File: config.mk
export PLATFORM = sky130hd
export DESIGN_NAME = dual_dac_update_and_format
export DESIGN_NICKNAME = d
export VERILOG_FILES = /design/src/dac_pair_pkg.sv /design/src/dac_channel.sv /design/src/dual_dac_update_and_format.sv
export VERILOG_INCLUDE_DIRS = /design/src /design/src/src
export SDC_FILE = /design/constraint.sdc
export NUM_CORES = 1
export LEC_CHECK = 0
export ABC_CLOCK_PERIOD_IN_PS = 2800
export BUFFER_PORTS_ARGS = -buffer_cell sky130_fd_sc_hd__buf_2
export CORE_MARGIN = 4
export CORE_UTILIZATION = 50
export CTS_CLUSTER_DIAMETER = 80
export DETAILED_ROUTE_END_ITERATION = 6
export PLACE_DENSITY = 0.82
export SETUP_SLACK_MARGIN = 0.4
export SYNTH_ARGS = -nofsm -noshare
export SYNTH_HDL_FRONTEND = slang
export SYNTH_HIERARCHICAL = 1
export SYNTH_SLANG_ARGS = --single-unit
File: constraint.sdc
create_clock -name sys_clk_i -period 2.8 [get_ports sys_clk_i]
set_clock_uncertainty 0.2 [all_clocks]
set_input_delay 0.28 -clock sys_clk_i [delete_from_list [all_inputs] [get_ports sys_clk_i]]
set_output_delay 0.28 -clock sys_clk_i [all_outputs]
set_load 0.005 [all_outputs]
File: src/dac_pair_consts.svh
// Register addresses, field positions, reset values and widths for the dual converter front end.
`ifndef DAC_PAIR_CONSTS_SVH
`define DAC_PAIR_CONSTS_SVH

// ==========================================================================
// Register addresses (8-bit special-function register space)
// ==========================================================================
`define ADDR_CTRL 8'hd4
`define ADDR_HI_BYTE 8'hd3
`define ADDR_LO_BYTE 8'hd2
`define PAGE_CHAN_A 8'h00
`define PAGE_CHAN_B 8'h01

// ==========================================================================
// Control register fields
// ==========================================================================
`define CTRL_ON_BIT 7
`define CTRL_MODE_HI 4
`define CTRL_MODE_LO 3
`define CTRL_FMT_HI 2
`define CTRL_FMT_LO 0
`define CTRL_WRITE_MASK 8'h9f
`define CTRL_RESET 8'h00
`define DATA_RESET 8'h00
`define CODE_RESET 12'h000
`define RDATA_IDLE 8'h00

`endif

File: src/dac_pair_pkg.sv
// Types shared by the dual converter front end.
package dac_pair_pkg;

  // ==========================================================================
  // Update sources
  // ==========================================================================
  typedef enum logic [1:0] {
    UPD_ON_WRITE = 2'h0,
    UPD_TIMER3 = 2'h1,
    UPD_TIMER4 = 2'h2,
    UPD_TIMER2 = 2'h3
  } update_sel_t;

  // ==========================================================================
  // Data justification codes (top bit set means full high byte)
  // ==========================================================================
  typedef enum logic [2:0] {
    FMT_HI4 = 3'h0,
    FMT_HI5 = 3'h1,
    FMT_HI6 = 3'h2,
    FMT_HI7 = 3'h3,
    FMT_HI8 = 3'h4
  } justify_sel_t;

endpackage : dac_pair_pkg

File: src/dac_channel.sv
// One converter channel: control, data byte pair, update selection and justified next code for the input latch.
`include "dac_pair_consts.svh"

module dac_channel
  import dac_pair_pkg::*;
#(
  parameter int CODE_W = 12
) (
  input wire logic sys_clk_i,
  input wire logic rst_i,
  input wire logic ctrl_wr_i,
  input wire logic hi_wr_i,
  input wire logic lo_wr_i,
  input wire logic [7:0] wdata_i,
  input wire logic timer2_ovf_i,
  input wire logic timer3_ovf_i,
  input wire logic timer4_ovf_i,
  output logic [7:0] ctrl_o,
  output logic [7:0] hi_byte_o,
  output logic [7:0] lo_byte_o,
  output logic [CODE_W-1:0] next_code_o,
  output logic load_o,
  output logic on_o
);

  logic [7:0] ctrl;
  logic [7:0] hi_byte;
  logic [7:0] lo_byte;

  // ==========================================================================
  // Decoding
  // ==========================================================================
  wire update_sel_t mode = update_sel_t'(ctrl[`CTRL_MODE_HI:`CTRL_MODE_LO]);
  wire logic [2:0] fmt = ctrl[`CTRL_FMT_HI:`CTRL_FMT_LO];

  // In write mode the latch takes the byte on the bus together with the held low byte.
  wire logic [7:0] hi_src = (mode == UPD_ON_WRITE && hi_wr_i) ? wdata_i : hi_byte;
  wire logic [15:0] src = {hi_src, lo_byte};

  wire logic timer_hit = (mode == UPD_TIMER3 && timer3_ovf_i) ||
                         (mode == UPD_TIMER4 && timer4_ovf_i) ||
                         (mode == UPD_TIMER2 && timer2_ovf_i);
  assign load_o = (mode == UPD_ON_WRITE) ? hi_wr_i : timer_hit;

  always_comb begin
    next_code_o = src[CODE_W-1:0];
    case (fmt)
      FMT_HI4: next_code_o = src[11:0];
      FMT_HI5: next_code_o = src[12:1];
      FMT_HI6: next_code_o = src[13:2];
      FMT_HI7: next_code_o = src[14:3];
      default: next_code_o = src[15:4];
    endcase
  end

  assign ctrl_o = ctrl;
  assign hi_byte_o = hi_byte;
  assign lo_byte_o = lo_byte;
  assign on_o = ctrl[`CTRL_ON_BIT];

  // ==========================================================================
  // Registers
  // ==========================================================================
  always_ff @(posedge sys_clk_i) begin
    if (rst_i) begin
      ctrl <= `CTRL_RESET;
      hi_byte <= `DATA_RESET;
      lo_byte <= `DATA_RESET;
    end else begin
      if (ctrl_wr_i) begin
        ctrl <= wdata_i & `CTRL_WRITE_MASK;
      end
      if (hi_wr_i) begin
        hi_byte <= wdata_i;
      end
      if (lo_wr_i) begin
        lo_byte <= wdata_i;
      end
    end
  end

endmodule : dac_channel

File: src/dual_dac_update_and_format.sv
// Top of the dual 12-bit converter front end on the special-function register bus.
`include "dac_pair_consts.svh"

// Behaviour
// - Two channels, each a full 12-bit code.
// - Control bit 7 enables channel, else shutdown.
// - Disabled channel output is high impedance.
// - Mode 00 updates on high byte write.
// - Mode 00 low byte write is only stored.
// - Modes 01,10,11 select timer 3,4,2 overflow.
// - Timer modes hold bytes, copy pair together.
// - Format 000: high[3:0] and whole low byte.
// - Format 001: high[4:0] and low[7:1].
// - Format 010: high[5:0] and low[7:2].
// - Format 011: high[6:0] and low[7:3].
// - Format 1xx: whole high and low[7:4].
// - Control bits 6:5 read zero, ignore writes.
// - Second channel identical with own settings.
// - Second control at same address, page 1.
module dual_dac_update_and_format
  import dac_pair_pkg::*;
#(
  parameter int CODE_W = 12,
  parameter int NUM_CHAN = 2
) (
  input wire logic sys_clk_i,
  input wire logic rst_i,
  input wire logic [7:0] sfr_page_i,
  input wire logic [7:0] sfr_addr_i,
  input wire logic sfr_wr_i,
  input wire logic sfr_rd_i,
  input wire logic [7:0] sfr_wdata_i,
  input wire logic timer2_ovf_i,
  input wire logic timer3_ovf_i,
  input wire logic timer4_ovf_i,
  output logic [7:0] sfr_rdata_o,
  output logic sfr_hit_o,
  output logic [CODE_W-1:0] chan_a_code_o,
  output logic [CODE_W-1:0] chan_b_code_o,
  output logic chan_a_on_o,
  output logic chan_b_on_o,
  output logic chan_a_out_en_o,
  output logic chan_b_out_en_o
);

  localparam logic [7:0] PAGE_TAB [NUM_CHAN] = '{`PAGE_CHAN_A, `PAGE_CHAN_B};

  logic [7:0] ctrl_q [NUM_CHAN];
  logic [7:0] hi_q [NUM_CHAN];
  logic [7:0] lo_q [NUM_CHAN];
  logic [CODE_W-1:0] next_code [NUM_CHAN];
  logic load [NUM_CHAN];
  logic on [NUM_CHAN];
  logic [CODE_W-1:0] code [NUM_CHAN];
  logic [NUM_CHAN-1:0] sel_ch;
  logic [7:0] rd_mux [NUM_CHAN];

  // ==========================================================================
  // Address decode and channels
  // ==========================================================================
  wire logic is_ctrl = (sfr_addr_i == `ADDR_CTRL);
  wire logic is_hi = (sfr_addr_i == `ADDR_HI_BYTE);
  wire logic is_lo = (sfr_addr_i == `ADDR_LO_BYTE);

  genvar g;
  generate
    for (g = 0; g < NUM_CHAN; g++) begin : g_chan
      assign sel_ch[g] = (sfr_page_i == PAGE_TAB[g]);
      dac_channel #(
        .CODE_W(CODE_W)
      ) u_chan (
        .sys_clk_i(sys_clk_i),
        .rst_i(rst_i),
        .ctrl_wr_i(sfr_wr_i && sel_ch[g] && is_ctrl),
        .hi_wr_i(sfr_wr_i && sel_ch[g] && is_hi),
        .lo_wr_i(sfr_wr_i && sel_ch[g] && is_lo),
        .wdata_i(sfr_wdata_i),
        .timer2_ovf_i(timer2_ovf_i),
        .timer3_ovf_i(timer3_ovf_i),
        .timer4_ovf_i(timer4_ovf_i),
        .ctrl_o(ctrl_q[g]),
        .hi_byte_o(hi_q[g]),
        .lo_byte_o(lo_q[g]),
        .next_code_o(next_code[g]),
        .load_o(load[g]),
        .on_o(on[g])
      );
      assign rd_mux[g] = is_ctrl ? ctrl_q[g] : is_hi ? hi_q[g] : is_lo ? lo_q[g] : `RDATA_IDLE;

      // The input latch keeps updating while the channel is off so the next enable shows the latest code.
      always_ff @(posedge sys_clk_i) begin
        if (rst_i) begin
          code[g] <= `CODE_RESET;
        end else if (load[g]) begin
          code[g] <= next_code[g];
        end
      end
    end
  endgenerate

  wire logic addr_hit = (is_ctrl || is_hi || is_lo) && (|sel_ch);
  wire logic [7:0] rd_value = sel_ch[1] ? rd_mux[1] : sel_ch[0] ? rd_mux[0] : `RDATA_IDLE;

  // ==========================================================================
  // Registered outputs
  // ==========================================================================
  always_ff @(posedge sys_clk_i) begin
    if (rst_i) begin
      sfr_rdata_o <= `RDATA_IDLE;
      sfr_hit_o <= 1'b0;
      chan_a_on_o <= 1'b0;
      chan_b_on_o <= 1'b0;
      chan_a_out_en_o <= 1'b0;
      chan_b_out_en_o <= 1'b0;
      chan_a_code_o <= `CODE_RESET;
      chan_b_code_o <= `CODE_RESET;
    end else begin
      sfr_rdata_o <= (sfr_rd_i && addr_hit) ? rd_value : `RDATA_IDLE;
      sfr_hit_o <= (sfr_rd_i || sfr_wr_i) && addr_hit;
      chan_a_on_o <= on[0];
      chan_b_on_o <= on[1];
      chan_a_out_en_o <= on[0];
      chan_b_out_en_o <= on[1];
      chan_a_code_o <= code[0];
      chan_b_code_o <= code[1];
    end
  end

endmodule : dual_dac_update_and_format

==> metrics.txt <==
status finished, final reports clean; Slew @ Worst Pin 659 ps; Avg Cell Area, Syn 10.8 sq um; most common cell after layout, fill and taps aside mux2i_1; fin crit period around 2700 ps; main flop type after synthesis dfxtp_1; CTS clock-pin slew for the worst setup and hold paths 100 ps; initial antenna violation count 0; Final ANT Viol Nets 0; Reg2Reg Depth 5; routed wire length 12.1 mm; GRT Util Overall 0.195; Pwr per Cell Area 398 nW/um^2; Yosys top cell by area dfxtp_1; Final Max Slew Viols 0; share of the synthesized area in the top cell type 0.293; post-DP HPWL between 8 and 9 mm; Worst Path Required approximately 2900 ps; CP Class input port to flip-flop; area grow syn2layout 18.3%; htree depth 3; CTS tree done; Hold Crit Start sfr_wdata_i[6]; DR iter-0 viols between 200 and 300; ys async rst share 0; RSZ-0062 raised after global routing yes; synthesized cell area 5390 sq um; # placed instances between 600 and 700; Die W 112 microns; clk_lat worst skew 370 ps; # IOs 68; Max-slew headroom 0.561; first-pass GRT wire length 19.9 mm; cells after synthesis 500; DR vias ~4000; Pwr Total ~2.5 mW; routability cong. 0.884; Clock Path Buffers 2; Synth area leaders dfxtp_1 29%, mux2i_1 18%, edfxtp_1 13%; fmax 0.370 GHz; WP data arrival approximately 2800 ps; Final Hold Fails 0; Critical R2R Launch g_chan[1].u_chan/ctrl_o[1]; Setup-failing EPs final 0; Worst Hold Path Cells 3; placement row count 37; most frequent cells in the layout 85 x mux2i_1, 79 x dfxtp_1, 66 x nor2_1, 66 x buf_2, 37 x buf_4; port buffer count 67; drt pass-1 iters 4; max cap viols 0; largest net degree at the start of global routing 32; hold endpoint g_chan[0].u_chan/hi_byte_o[6]; final global-route overflow total 0; Initial Util 0.518; Final period util 0.965; ANT cells 0; Core Box Area between 10000 and 15000 sq um; synth warn 6; Cell variety after synth 43; vias in the first global route 3969; Hold Crit Class input port to flip-flop; static leakage about 2.3 nW; routed len/inst 16.6 microns; setup slack on the worst flop-to-flop path 650 ps; worst-case vdd ir drop 0.000196 V; Residual DRC 0; Placed Instance Area between 5000 and 6000 sq um; Die Y 112 microns; CTS Sinks 103; post-route cell area 6380 sq um; RR Endpoint code[1][0]; crit path max fanout 11; share of cells above drive strength 1 0.321; crit end category flip-flop; final non-filler cell total between 700 and 800; EDFF count, synth 24; hold_ws 105 ps; Startpoint Class input port; count of state elements after synthesis 103; DIE AREA between 10000 and 15000 sq um; clk root buf clkbuf_8; sequential-to-total area share from yosys stat 0.427; routed vias/inst 5.56; fin nets 615; CTS Buf Count 9
## cell families (layout without fill, tap and decap cells)
logic type	after synthesis	after routing	share of synthesized area
and+or+nand+nor	180	184	0.180
other	2	4	0.00139
DFF	103	103	0.427
buffers and inverters	51	134	0.0482
muxes	120	120	0.274
AOI/OAI and AO/OA	44	44	0.0691
## where the power goes
part	leakage, nW	switching [mW]	total [mW]	internal, mW
Clock	0.0805	0.515	0.842	0.327
Combinational	1.36	0.0953	0.155	0.0596
Sequential	0.889	0.00425	1.54	1.54
## worst max path at each step
stage | start | endpoint | slack, ps | depth (start not counted)
global route | sfr_page_i[6] | code[1][6] | -8 | 12
detailed placement | sfr_page_i[6] | code[0][6] | -380 | 11
CTS | sfr_page_i[6] | code[1][10] | 30 | 11
global placement | sfr_page_i[6] | code[1][11] | -300 | 11
floorplan | sfr_page_i[6] | code[1][11] | -260 | 11
finish | sfr_page_i[6] | code[0][6] | 100 | 11
## sequential cells by signal, indices dropped and copies added (netlist names)
signal and count:
code 24, g_chan.u_chan/hi_byte_o 16, g_chan.u_chan/lo_byte_o 16, chan_a_code_o 12, chan_b_code_o 12, g_chan.u_chan/ctrl_o 12, sfr_rdata_o 8, chan_a_out_en_o 1
chan_b_out_en_o 1, sfr_hit_o 1
## metrics by stage
stage / setup WS (ps) / util / setup TNS [ps]
after floorplan: -256 / - / -2950
after global placement: -302 / 0.574 / -3950
after detailed placement: -381 / 0.574 / -5130
after CTS: 25.4 / 0.601 / 0
after global routing: -8.29 / 0.613 / -8.29
final: 97.9 / 0.613 / 0
## layout make-up
class	instances	area, sq um
Multi-Input combinational cell	352	2990
Clock buffer	10	128
Timing Repair Buffer	110	714
Inverter	8	30.0
Sequential cell	103	2300
Tap cell	136	170
Clock inverter	6	45.0
Fill cell	854	4030
## synth_stat cells (3+ instances only)
cell	count
nor3b_1	8
buf_1	4
nand2_1	19
mux4_1	12
clkbuf_1	22
or2_2	3
buf_6	4
mux2i_1	96
nand3_1	3
a21oi_1	10
and2_1	26
nor2_1	68
inv_1	6
mux2_2	6
buf_2	4
mux4_2	6
o21ai_0	10
edfxtp_1	24
a22oi_1	4
nor3_1	10
nor2b_1	30
a2111oi_2	8
dfxtp_1	79
buf_4	9
## critical path, cell delays in order
cell	delay, ps
buf_6	90
or4_4	530
nor4_4	240
nand3b_1	180
nor2_2	160
nor3b_4	240
buf_12	180
mux2i_4	80
mux4_2	480
mux2i_1	150
and2_1	130
## per-layer routing
metal	share of wire	global-route usage	up-vias
li1	-	-	1950
met1	0.43	0.263	1902
met2	0.46	0.304	154
met3	0.077	0.0380	27
met4	0.029	0.0892	0
met5	0	0	-
## repair_timing
action / in CTS / in global routing
gates cloned: 2 / 2
pin swaps: 5 / 9
hold buffers: 2 / 0
hold endpoints to repair: 1 / 0
gates resized for setup: 11 / 26
buffers inserted: 3 / 5
endpoints found under the setup margin: 36 / 48
Power figures use the tool's default switching activity.
